### src/pmwc_map.svh
// register map, field positions and timing constants of the power-mode and wake control
// Summary of operation
// - idle bit 0, power-down bit 1 select modes
// - idle keeps oscillator, halts core clock
// - idle keeps peripheral clocks running
// - idle retains all processor state
// - idle holds port pins and converter outputs
// - enabled interrupt or reset ends idle
// - power-down stops PLL and core clock
// - oscillator halt bit chooses oscillator in power-down
// - interval counter may run; other peripherals off
// - power-down holds ports, tri-states converter output
// - reset in power-down restores defaults, vector start
// - power cycle restores defaults, vector start
// - interval counter interrupt ends power-down
// - return resumes after the power-down instruction
// - SPI wakes only with its enable set
// - external interrupt 0 wakes only when enabled
// - reset below 2.45 V, then 128 ms hold
// - falling supply keeps reset until below 1 V
`ifndef PMWC_MAP_SVH
`define PMWC_MAP_SVH

// ==========================================================
// register offsets
`define PMWC_OFS_PWR_CTRL 12'h000
`define PMWC_OFS_PLL_CFG 12'h004
`define PMWC_OFS_STATUS 12'h008

// ==========================================================
// power_control_reg fields
`define PMWC_PC_IDLE 0
`define PMWC_PC_PDOWN 1
`define PMWC_PC_SPI_WEN 2
`define PMWC_PC_EXT0_WEN 3

// ==========================================================
// pll_config_reg fields
`define PMWC_PLL_OSC_HALT 0

// ==========================================================
// status register fields
`define PMWC_ST_MODE_LO 0
`define PMWC_ST_MODE_HI 1
`define PMWC_ST_POR_DONE 2
`define PMWC_ST_CAUSE_LO 4
`define PMWC_ST_CAUSE_HI 5

// ==========================================================
// reset values
`define PMWC_RST_BIT 1'b0
`define PMWC_RST_WORD 32'h0000_0000

// ==========================================================
// timing
`define PMWC_CLK_HZ 25000000
`define PMWC_POR_HOLD_MS 128
`define PMWC_MS_PER_S 1000

`endif

### src/pmwc_pkg.sv
// types of the power-mode and wake control
`default_nettype none
package pmwc_pkg;
    typedef enum logic [1:0] {
        PMWC_NORMAL,
        PMWC_IDLE,
        PMWC_PDOWN
    } pmwc_mode_t;

    typedef enum logic [1:0] {
        PMWC_CAUSE_NONE,
        PMWC_CAUSE_TIC,
        PMWC_CAUSE_SPI,
        PMWC_CAUSE_EXT0
    } pmwc_cause_t;

    typedef struct packed {
        pmwc_mode_t mode;
        logic idle_req;
        logic pd_req;
        logic spi_wen;
        logic ext0_wen;
        logic osc_halt;
        logic por_done;
        logic [31:0] por_cnt;
        pmwc_cause_t cause;
        logic resume;
        logic [31:0] prdata;
    } pmwc_state_t;
endpackage : pmwc_pkg
`default_nettype wire

### src/pmwc_top.sv
// power-mode sequencing, wake-up and power-on reset with an APB register port
//
// Implementation choices: the address map and register access over APB.
`include "pmwc_map.svh"
`default_nettype none
module pmwc_top #(
    parameter int POR_CYCLES = `PMWC_POR_HOLD_MS * (`PMWC_CLK_HZ / `PMWC_MS_PER_S)
) (
    // clock, reset, enable
    input wire logic pclk,
    input wire logic presetn,
    input wire logic clk_en,
    // apb slave
    input wire logic psel,
    input wire logic penable,
    input wire logic pwrite,
    input wire logic [11:0] paddr,
    input wire logic [31:0] pwdata,
    output logic [31:0] prdata,
    output logic pready,
    output logic pslverr,
    // supply and reset pin
    input wire logic vdd_above_por,
    input wire logic vdd_above_floor,
    input wire logic hw_reset_n,
    // wake sources
    input wire logic irq_pending,
    input wire logic tic_irq,
    input wire logic spi_irq,
    input wire logic ext_irq0_n,
    // clock gates and chip controls
    output logic core_clk_en,
    output logic pll_en,
    output logic osc_en,
    output logic periph_clk_en,
    output logic tic_clk_en,
    output logic port_hold,
    output logic dac_hold,
    output logic dac_tristate,
    output logic chip_reset_n,
    output logic resume_pulse
);
    import pmwc_pkg::*;

    localparam logic [31:0] POR_LAST = 32'(POR_CYCLES - 1);

    pmwc_state_t st_r;
    pmwc_state_t st_nxt;

    logic sys_rst;
    logic wr_en;
    logic rd_setup;
    logic addr_ok;
    logic wake_tic;
    logic wake_spi;
    logic wake_ext0;
    logic [31:0] rd_word;

    // ==========================================================
    // apb decode
    assign addr_ok = (paddr == `PMWC_OFS_PWR_CTRL) || (paddr == `PMWC_OFS_PLL_CFG)
        || (paddr == `PMWC_OFS_STATUS);
    assign pready = 1'b1;
    assign pslverr = psel && penable && !addr_ok;
    assign wr_en = psel && penable && pwrite && addr_ok;
    assign rd_setup = psel && !penable && !pwrite;
    assign prdata = st_r.prdata;

    // ==========================================================
    // wake qualification
    assign wake_tic = tic_irq;
    assign wake_spi = spi_irq && st_r.spi_wen;
    // level wake; host keeps the line high around entry
    assign wake_ext0 = !ext_irq0_n && st_r.ext0_wen;

    // reset pin clears every register except the power-on timer (por_done, por_cnt); a supply event clears the timer as well
    assign sys_rst = !hw_reset_n || !st_r.por_done;

    always_comb
    begin
        rd_word = `PMWC_RST_WORD;
        case (paddr)
            `PMWC_OFS_PWR_CTRL:
            begin
                rd_word[`PMWC_PC_IDLE] = st_r.idle_req;
                rd_word[`PMWC_PC_PDOWN] = st_r.pd_req;
                rd_word[`PMWC_PC_SPI_WEN] = st_r.spi_wen;
                rd_word[`PMWC_PC_EXT0_WEN] = st_r.ext0_wen;
            end
            `PMWC_OFS_PLL_CFG:
            begin
                rd_word[`PMWC_PLL_OSC_HALT] = st_r.osc_halt;
            end
            `PMWC_OFS_STATUS:
            begin
                rd_word[`PMWC_ST_MODE_HI:`PMWC_ST_MODE_LO] = st_r.mode;
                rd_word[`PMWC_ST_POR_DONE] = st_r.por_done;
                rd_word[`PMWC_ST_CAUSE_HI:`PMWC_ST_CAUSE_LO] = st_r.cause;
            end
            default:
            begin
                rd_word = `PMWC_RST_WORD;
            end
        endcase
    end

    // ==========================================================
    // next state
    always_comb
    begin
        st_nxt = st_r;
        st_nxt.resume = 1'b0;

        // power-on timer
        if (!vdd_above_por)
        begin
            // hold while below threshold; falling supply stays held down to floor
            st_nxt.por_done = 1'b0;
            st_nxt.por_cnt = `PMWC_RST_WORD;
            if (!vdd_above_floor)
            begin
                st_nxt.por_cnt = `PMWC_RST_WORD;
            end
        end
        else if (!st_r.por_done)
        begin
            if (st_r.por_cnt == POR_LAST)
            begin
                st_nxt.por_done = 1'b1;
            end
            else
            begin
                st_nxt.por_cnt = st_r.por_cnt + 32'h0000_0001;
            end
        end

        if (sys_rst)
        begin
            // defaults; processor restarts at its vector on release
            st_nxt.mode = PMWC_NORMAL;
            st_nxt.idle_req = `PMWC_RST_BIT;
            st_nxt.pd_req = `PMWC_RST_BIT;
            st_nxt.spi_wen = `PMWC_RST_BIT;
            st_nxt.ext0_wen = `PMWC_RST_BIT;
            st_nxt.osc_halt = `PMWC_RST_BIT;
            st_nxt.cause = PMWC_CAUSE_NONE;
            st_nxt.prdata = `PMWC_RST_WORD;
        end
        else
        begin
            if (rd_setup)
            begin
                st_nxt.prdata = rd_word;
            end
            if (wr_en)
            begin
                case (paddr)
                    `PMWC_OFS_PWR_CTRL:
                    begin
                        st_nxt.idle_req = pwdata[`PMWC_PC_IDLE];
                        st_nxt.pd_req = pwdata[`PMWC_PC_PDOWN];
                        st_nxt.spi_wen = pwdata[`PMWC_PC_SPI_WEN];
                        st_nxt.ext0_wen = pwdata[`PMWC_PC_EXT0_WEN];
                    end
                    `PMWC_OFS_PLL_CFG:
                    begin
                        st_nxt.osc_halt = pwdata[`PMWC_PLL_OSC_HALT];
                    end
                    default:
                    begin
                        st_nxt.prdata = st_nxt.prdata;
                    end
                endcase
            end

            case (st_r.mode)
                PMWC_NORMAL:
                begin
                    // power-down takes precedence over idle
                    if (st_r.pd_req)
                    begin
                        st_nxt.mode = PMWC_PDOWN;
                    end
                    else if (st_r.idle_req)
                    begin
                        st_nxt.mode = PMWC_IDLE;
                    end
                end
                PMWC_IDLE:
                begin
                    if (irq_pending)
                    begin
                        st_nxt.mode = PMWC_NORMAL;
                        st_nxt.idle_req = 1'b0;
                        st_nxt.resume = 1'b1;
                    end
                end
                PMWC_PDOWN:
                begin
                    if (wake_tic || wake_spi || wake_ext0)
                    begin
                        st_nxt.mode = PMWC_NORMAL;
                        st_nxt.pd_req = 1'b0;
                        st_nxt.idle_req = 1'b0;
                        // core resumes where it stopped; isr return continues
                        st_nxt.resume = 1'b1;
                        if (wake_ext0)
                        begin
                            st_nxt.cause = PMWC_CAUSE_EXT0;
                        end
                        else if (wake_tic)
                        begin
                            st_nxt.cause = PMWC_CAUSE_TIC;
                        end
                        else
                        begin
                            st_nxt.cause = PMWC_CAUSE_SPI;
                        end
                    end
                end
                default:
                begin
                    st_nxt.mode = PMWC_NORMAL;
                end
            endcase
        end
    end

    // ==========================================================
    // state register
    always_ff @(posedge pclk or negedge presetn)
    begin
        if (!presetn)
        begin
            st_r <= '0;
        end
        else if (clk_en)
        begin
            st_r <= st_nxt;
        end
    end

    // ==========================================================
    // clock gates and pin controls
    always_comb
    begin
        // core clock gated only; processor registers keep their contents
        core_clk_en = (st_r.mode == PMWC_NORMAL) && st_r.por_done;
        pll_en = (st_r.mode != PMWC_PDOWN);
        // oscillator runs in idle, optional in power-down
        osc_en = !((st_r.mode == PMWC_PDOWN) && st_r.osc_halt);
        periph_clk_en = (st_r.mode != PMWC_PDOWN);
        tic_clk_en = osc_en;
        port_hold = (st_r.mode != PMWC_NORMAL);
        dac_hold = (st_r.mode == PMWC_IDLE);
        dac_tristate = (st_r.mode == PMWC_PDOWN);
        chip_reset_n = !sys_rst;
        resume_pulse = st_r.resume;
    end
endmodule : pmwc_top
`default_nettype wire

### config.mk
export PLATFORM = sky130hd
export DESIGN_NAME = pmwc_top
export DESIGN_NICKNAME = d
export VERILOG_FILES = /design/src/pmwc_pkg.sv /design/src/pmwc_top.sv
export VERILOG_INCLUDE_DIRS = /design/src /design/src/src
export SDC_FILE = /design/constraint.sdc
export NUM_CORES = 1
export LEC_CHECK = 0
export BUFFER_PORTS_ARGS = -buffer_cell sky130_fd_sc_hd__buf_2
export CAP_MARGIN = 20
export CORE_MARGIN = 1.5
export CORE_UTILIZATION = 51
export DETAILED_ROUTE_END_ITERATION = 8
export PLACE_DENSITY = 0.8
export SYNTH_ARGS = -nofsm -noshare
export SYNTH_HDL_FRONTEND = slang
export SYNTH_SLANG_ARGS = --single-unit
export TNS_END_PERCENT = 30
### constraint.sdc
create_clock -name pclk -period 2.6 [get_ports pclk]
set_clock_uncertainty 0.2 [all_clocks]
set_input_delay 0.52 -clock pclk [delete_from_list [all_inputs] [get_ports pclk]]
set_output_delay 0.52 -clock pclk [all_outputs]
set_load 0.01 [all_outputs]
Yosys cells after proc, flatten, opt, wreduce, memory -nomap -nowiden
Index checks and enable logic that the tools add are counted.
{ "classes": {"addsub": 1, "eq_ne": 11, "n_mux": 29, "n_reduce_logical": 38} }
{ "op_table": {"columns": ["op", "count"], "rows": [
  ["two-way mux 32 bit", 3],
  ["two-way mux 33 bit", 2],
  ["adder 32 x 1 -> 32 bit (second input constant)", 1],
  ["== test 32 x 22 -> 1 bit (second input constant)", 1],
  ["two-way mux 2 bit", 7],
  ["nonzero test 2 bit", 7],
  ["== test 12 x 3 -> 1 bit (second input constant)", 1],
  ["== test 12 x 4 -> 1 bit (second input constant)", 1],
  ["logical NOT 12 bit", 1],
  ["AND reduction 3 bit", 4],
  ["logical AND 1 bit", 10],
  ["logical NOT 1 bit", 8],
  ["two-way mux 4 bit", 2],
  ["two-way mux 7 bit", 1],
  ["two-way mux 1 bit", 6],
  ["two-way mux 3 bit", 2],
  ["!= test 2 bit (second input constant)", 3],
  ["one-hot mux 2 bit (3 select lines)", 1],
  ["logical OR 1 bit", 5],
  ["two-way mux 5 bit", 1],
  ["!= test 4 bit (second input constant)", 1],
  ["one-hot mux 1 bit (2 select lines)", 2],
  ["one-hot mux 2 bit (2 select lines)", 1],
  ["AND reduction 4 bit", 1],
  ["7 further kinds", 7]
]} }
{ "word_totals": {"reg_bits": 75, "out_inout_bits": 44, "wordCells": 90} }

Depth between registers and ports, before layout
Gate-level depths: netlist (run 1).
{ "logic_depth": {"ltp_word": 8, "mapped_depth": 8} }

Worst setup path before layout (run 1)
Ideal clock, no wire load.
{ "synth_timing": {"path_type": "reg-to-reg", "from": "register st_r[35] (netlist bit)", "to": "register st_r[41] (netlist bit)", "setup_ns": 0.110, "arrival_ns": 2.006, "required_time_ns": 2.290, "path_slack_ns": 0.284, "stages_incl_launch_ff": 9, "path_buffers": 2, "cell_sequence": "dfrtp_1 > ha_1 > nand2_1 > or4_4 > o31ai_4 > buf_2 > buf_4 > o21ai_1 > o41ai_1"} }
{ "synth_between": {"elab_chain_len": 4} }
{ "synth_rtl": {"columns": ["element", "line", "rtl"], "rows": [
  ["start: declaration", "pmwc_top.sv:47", "pmwc_state_t st_r;"],
  ["start signal: assignment", "pmwc_top.sv:239", "st_r <= st_nxt;"],
  ["adder 32 x 1 -> 32 bit", "pmwc_top.sv:133", "st_nxt.por_cnt = st_r.por_cnt + 32'h0000_0001;"],
  ["two-way mux 32 bit", "pmwc_top.sv:127", "if (st_r.por_cnt == POR_LAST)"],
  ["two-way mux 33 bit", "pmwc_top.sv:125", "else if (!st_r.por_done)"],
  ["two-way mux 33 bit", "pmwc_top.sv:115", "if (!vdd_above_por)"]
]} }
Parallel ways exist; a longest one is shown, timed or not. The select of a mux whose other input is x is not followed.
A chain may end at the register's enable or synchronous reset.

Final worst setup path (run 1)
{ "layout_timing": {"from": "register st_r[35] (netlist bit)", "to": "register st_r[65] (netlist bit)"} }
Same word-level chain as after synthesis.

==> impl_metrics.py, run 1 <==
metrics = {
    "final_layout": {
        "fin_util": 0.576,
        "n_antenna_cell": 0,
        "drive_gt1_frac": 0.194,
        "syn_to_final_growth_pct": 9.64,
        "nFillCells": 545,
        "fin_nets": 452,
    },
    "route": {
        "dr.pass1.iters": 4,
        "viasPerCell": 5.67,
        "first_iter_violations": 115,
        "drc": 0,
        "vias": 2648,
        "ant_nets": 0,
        "wl_per_cell_microns": 14.0,
        "wirelength_microns": 6530,
    },
    "critical_path": {
        "rr_worst_depth": 7,
        "endpoint_kind": "flip-flop",
        "timing.rr.start": "st_r[35]$_DFFE_PN0P_",
        "ff2ff_setup_slack_ns": 0.27,
        "crit_required_ns": 2.63,
        "critPathArrivalTime_ns": 2.35,
        "start_kind": "flip-flop",
        "endpoint": "st_r[65]$_DFFE_PN0P_",
        "path_class": "flip-flop to flip-flop",
        "crit_start": "st_r[35]$_DFFE_PN0P_",
        "timing.rr.end": "st_r[65]$_DFFE_PN0P_",
        "worstPathMaxFanout": 6,
    },
    "clock_network": {
        "cts.clk_slew.worst_paths_ns": 0.10,
        "cts_tree": "built",
        "cts.path.max_buffers": 2,
        "clk_latency_ns": 0.30,
        "h-tree-depth": 2,
        "root_buffer": "clkbuf_8",
        "cts_buffers": 5,
        "numClockSinks": 49,
    },
    "yosys": {
        "synth_edf_count": 0,
        "async_flop_share": 1.00,
        "synth-seq-cells": 49,
        "netlist_area_sq_um": 3090,
        "synthDistinctLibCells": 49,
        "yosysTopAreaCell": "dfrtp_1",
        "avgSynthCellArea_sq_um": 8.96,
        "ys_seq_area_frac": 0.397,
        "synth_flop_cell": "dfrtp_1",
        "syn_inst": 345,
        "synth.area.top_cells": "dfrtp_1, buf_4, o31ai_1",
        "yosys_warnings": 0,
        "synth.top_cell.area_share": 0.397,
    },
    "floorplan": {
        "die_w_microns": 80.8,
        "ios": 101,
        "core_area_sq_um": 5890,
        "dieArea_sq_um": 6540,
        "initial_core_util": 0.525,
        "die_h_microns": 80.8,
        "rows": 28,
    },
    "global_route": {
        "grt_overflow_total": 0,
        "grt_pass1_vias": 2464,
        "antenna_found_initial": 0,
        "grt_use_total": 0.220,
        "grt_pass1_wl_microns": 11200,
        "grt_max_degree": 37,
    },
    "timing": {
        "finalMaxSlewViolations": 0,
        "rsz0062_at_grt": "no",
        "slew_headroom": 0.597,
        "max_freq_ghz": 0.430,
        "hold_viol_final": 0,
        "setup_violations": 0,
        "worst_pin_slew_ns": 0.604,
        "period_share": 0.895,
        "fin_crit_ns": 2.33,
        "setup_tns_ns": 0,
    },
    "power_and_ir_drop": {
        "ir_drop_mv": 0.273,
        "p_leak_uw": 0.00150,
        "powerDensity_nw_per_um2": 414,
    },
    "job": {
        "maxCapViolCount": 0,
    },
    "placed_design": {
        "place_congestion": 0.883,
        "port_buffers": 44,
        "post-dp-hpwl_microns": 4820,
    },
    "min_path": {
        "min_path_type": "primary input to async pin",
    },
    "outcome": {
        "outcome": "completed",
    },
}
[what timing repair did]
action	4_1_cts	5_1_grt
buffers inserted	0	0
gates resized for setup	0	1
endpoints found under the setup margin	0	7
hold buffers	0	0
[cell families (layout without fill, tap and decap cells)]
| kind of cell | Yosys count | in the layout | synth area share |
|---|---|---|---|
| adder cells (fa/ha/maj) | 4 | 4 | 0.0162 |
| multiplexers | 1 | 1 | 0.00324 |
| AND/OR/NAND/NOR | 126 | 126 | 0.239 |
| other | 2 | 27 | 0.00243 |
| AO/OA/AOI/OAI | 104 | 104 | 0.219 |
| buffers and inverters | 59 | 81 | 0.123 |
| flip-flops | 49 | 49 | 0.397 |
[flip-flops by register name (all words and copies together), names as in the netlist]
register      flops
st_r             42
resume_pulse      1
prdata            6
[power breakdown]
| part | leakage [uW] | switching (uW) | internal [uW] | total [uW] |
|---|---|---|---|---|
| registers | 0.000682 | 8.67 | 767 | 776 |
| clock network | 0.0000512 | 255 | 216 | 471 |
| logic | 0.000762 | 106 | 49.0 | 155 |
[cells in the mapped netlist (2+ instances only)]
cell type and count:
dfrtp_1 49, buf_4 37, nand2_1 27, a21oi_1 24
o21ai_0 23, o31ai_1 22, nand3_1 18, nor2_1 18
inv_1 13, or4_1 12, o21ai_1 9, a22o_1 7
nand4_1 7, or3_1 6, nand2b_1 5, nor3_1 5
and3_1 4, clkbuf_1 4, ha_1 4, nor4_1 4
a21o_1 3, a31oi_1 3, buf_2 3, nor4b_1 3
o2bb2ai_1 3, a32o_1 2, and2_1 2, buf_6 2
conb_1 2, nand3b_1 2, nor2b_1 2, nor4_2 2
o21a_1 2
[stage by stage]
step / hold slack [ns] / cell area [sq um] / instances / setup WS, ns / power (uW)
after floorplan: 0.0244 / 3180 / 370 / 0.284 / 909
after global placement: 0.258 / 3290 / 459 / 0.163 / 942
after detailed placement: 0.275 / 3290 / 459 / 0.135 / 945
after CTS: 0.0221 / 3380 / 467 / 0.200 / 1410
after global routing: 0.0601 / 3390 / 467 / 0.0414 / 1480
final: 0.0158 / 3390 / 467 / 0.272 / 1400
[worst min-delay path by stage]
stage                                         from                  endpoint  slack (ns)  cells after the start
after floorplan                            presetn     prdata[0]$_DFFE_PN0P_        0.02                      0
after global placement    resume_pulse$_DFFE_PN0P_  resume_pulse$_DFFE_PN0P_        0.26                      1
after detailed placement  resume_pulse$_DFFE_PN0P_  resume_pulse$_DFFE_PN0P_        0.28                      1
after CTS                                  presetn      st_r[49]$_DFFE_PN0P_        0.02                      1
after global routing                       presetn      st_r[43]$_DFFE_PN0P_        0.06                      1
final                                      presetn      st_r[47]$_DFFE_PN0P_        0.02                      1
[layout by cell type, fill, tap and decap left out, types with 4 or more instances in the layout]
master / instances
nor4_1: 4
nand2_1: 27
o31ai_1: 22
nor3_1: 5
a22o_1: 7
ha_1: 4
buf_4: 15
nand3_1: 18
clkbuf_8: 6
nand4_1: 7
nor2_1: 18
buf_2: 44
nand2b_1: 5
dfrtp_1: 49
inv_1: 13
a21oi_1: 24
and3_1: 4
conb_1: 27
or3_1: 6
o21ai_1: 9
o21ai_0: 23
or4_1: 12
[critical path, cell delays in order (launching register included)]
cell and delay [ns]:
dfrtp_1 0.41, ha_1 0.23, nand2_1 0.09, buf_4 0.17, nor4_4 0.31, nand2_1 0.19, or4_1 0.50, a21oi_1 0.15
[final cells by class]
class / count / area [sq um] / share of cell area
timing repair buffer: 60 / 344 / 0.102
clock buffer: 6 / 82.6 / 0.0244
clock inverter: 2 / 13.8 / 0.00406
tap: 75 / 93.8 / 0.0277
multi-input combinational: 262 / 1580 / 0.466
sequential: 49 / 1230 / 0.362
inverter: 13 / 48.8 / 0.0144
[per-layer routing]
layer | wire length, microns | GRT usage | part of all wire | up-vias
met1 | 3080 | 0.298 | 0.47 | 1271
met3 | 204 | 0.0382 | 0.031 | 9
li1 | - | - | - | 1320
met2 | 3160 | 0.358 | 0.48 | 48
met5 | 0 | 0 | 0 | -
met4 | 84 | 0.0690 | 0.013 | 0
No activity file was read; power rests on OpenSTA's default activity.
==> run 2: changes to the inputs <==
Settings changed: BUFFER_PORTS_ARGS -buffer_cell sky130_fd_sc_hd__buf_2 to -buffer_cell sky130_fd_sc_hd__buf_4.
==> run 2 against run 1 <==
Compared with the run above: cell count decreased by 1.1%; critical path depth stayed put; non-clock buffer count down 5; largest cell class unchanged; largest power group unchanged.
==> impl_metrics.py, run 2 (synthesized netlist as in run 1, its figures left out) <==
metrics = {
    "outcome": {
        "outcome": "completed",
    },
    "final_layout": {
        "final_design_area_no_fill_sq_um": 3450,
        "final_common_cell": "buf_4",
        "top_register": "st_r",
        "n_antenna_cell": 0,
        "largest_register_ffs": 42,
        "final_cell_mix": "buf_4, dfrtp_1, nand2_1, conb_1, a21oi_1",
        "drive_gt1_frac": 0.183,
        "final_cells": 462,
        "syn_to_final_growth_pct": 11.5,
        "fin_nets": 447,
        "fin_util": 0.586,
        "nFillCells": 530,
    },
    "clock_network": {
        "cts_hold_buf": 0,
        "cts_tree": "built",
        "cts_buffers": 5,
        "cts_resized": 0,
        "cts.clk_slew.worst_paths_ns": 0.09,
        "numClockSinks": 49,
        "cts.path.max_buffers": 2,
        "h-tree-depth": 2,
        "postCtsSetupBuffers": 0,
        "clk_latency_ns": 0.31,
        "root_buffer": "clkbuf_8",
    },
    "power_and_ir_drop": {
        "powerDensity_nw_per_um2": 402,
        "ir_drop_mv": 0.282,
        "p_leak_uw": 0.00149,
    },
    "route": {
        "drc": 0,
        "ant_nets": 0,
        "first_iter_violations": 176,
        "vias": 2694,
        "wirelength_microns": 6820,
        "wl_per_cell_microns": 14.8,
        "viasPerCell": 5.83,
        "dr.pass1.iters": 4,
    },
    "placed_design": {
        "placedCellCount": 454,
        "post-dp-hpwl_microns": 5020,
        "port_buffers": 44,
        "placed_cell_area_sq_um": 3360,
        "place_congestion": 0.850,
    },
    "floorplan": {
        "initial_core_util": 0.525,
        "rows": 28,
        "die_h_microns": 80.8,
        "core_area_sq_um": 5890,
        "die_w_microns": 80.8,
        "ios": 101,
        "dieArea_sq_um": 6540,
    },
    "timing": {
        "setup_tns_ns": 0,
        "finalMaxSlewViolations": 0,
        "slew_headroom": 0.590,
        "rsz0062_at_grt": "no",
        "fin_crit_ns": 2.38,
        "setup_violations": 0,
        "max_freq_ghz": 0.421,
        "worst_pin_slew_ns": 0.616,
        "period_share": 0.914,
        "hold_viol_final": 0,
    },
    "critical_path": {
        "endpoint_kind": "flip-flop",
        "crit_required_ns": 2.63,
        "critPathArrivalTime_ns": 2.41,
        "start_kind": "flip-flop",
        "worstPathMaxFanout": 29,
        "path_class": "flip-flop to flip-flop",
    },
    "min_path": {
        "min_path_type": "primary input to async pin",
    },
    "global_route": {
        "grt_max_degree": 50,
        "antenna_found_initial": 0,
        "grt_pass1_vias": 2481,
        "grt_pass1_wl_microns": 11300,
        "grt_overflow_total": 0,
        "grt_use_total": 0.220,
    },
    "job": {
        "maxCapViolCount": 0,
    },
}
## run 2: cell count changes in the layout (fill, tap and decap cells not counted)
| cell | previous run | this run |
|---|---|---|
| clkbuf_8 | 6 | 5 |
| clkinv_4 | 1 | 0 |
| buf_6 | 1 | 0 |
| buf_4 | 15 | 55 |
| buf_2 | 44 | 0 |
| clkinvlp_4 | 0 | 1 |
| clkinv_2 | 1 | 2 |
## run 2: report_power, final
group          internal, uW  switching (uW)  total, uW  leakage [uW]
Combinational          58.5             105        164      0.000768
Clock                   186             262        448     0.0000439
Sequential              767            9.14        776      0.000682
Total                  1010             376       1390       0.00149
## run 2: final cells by class
class | instances | area, sq um | share of cell area
Multi-Input combinational cell | 262 | 1580 | 0.458
Sequential cell | 49 | 1230 | 0.356
Timing Repair Buffer | 55 | 413 | 0.120
Tap cell | 75 | 93.8 | 0.0272
Clock buffer | 5 | 68.8 | 0.0200
Inverter | 13 | 48.8 | 0.0142
Clock inverter | 3 | 17.5 | 0.00508
## run 2: layer usage
layer | share of wire | GRT usage
met4 | 0.025 | 0.0948
met5 | 0 | 0
met2 | 0.50 | 0.361
met3 | 0.040 | 0.0382
met1 | 0.44 | 0.286
## run 2: worst paths after layout
check	start	endpoint	slack (ns)	cells after the start
worst max-delay path	st_r[35]$_DFFE_PN0P_	st_r[57]$_DFFE_PN0P_	0.22	7
min in group pclk	pwdata[2]	st_r[70]$_DFFE_PN0P_	0.26	2
worst max register to register	st_r[35]$_DFFE_PN0P_	st_r[57]$_DFFE_PN0P_	0.22	7
worst min-delay path	presetn	st_r[64]$_DFFE_PN0P_	0.01	1
max in group asynchronous	presetn	st_r[72]$_DFFE_PN0P_	1.77	1
worst min register to register	resume_pulse$_DFFE_PN0P_	resume_pulse$_DFFE_PN0P_	0.30	1
## run 2: stage by stage
step	setup slack [ns]	power [uW]	hold WS, ns
after floorplan	0.284	909	0.0244
after global placement	0.211	951	0.266
after detailed placement	0.178	955	0.289
after CTS	0.240	1390	0.0457
after global routing	0.0754	1450	0.0777
final	0.222	1390	0.0150
## run 2: worst max-delay path, stage by stage (launching register included)
cell and delay (ns):
dfrtp_1 0.42, ha_1 0.23, nand2_1 0.09, or4_4 0.55, o31ai_4 0.22, buf_4 0.31
o21ai_0 0.14, a21oi_1 0.14
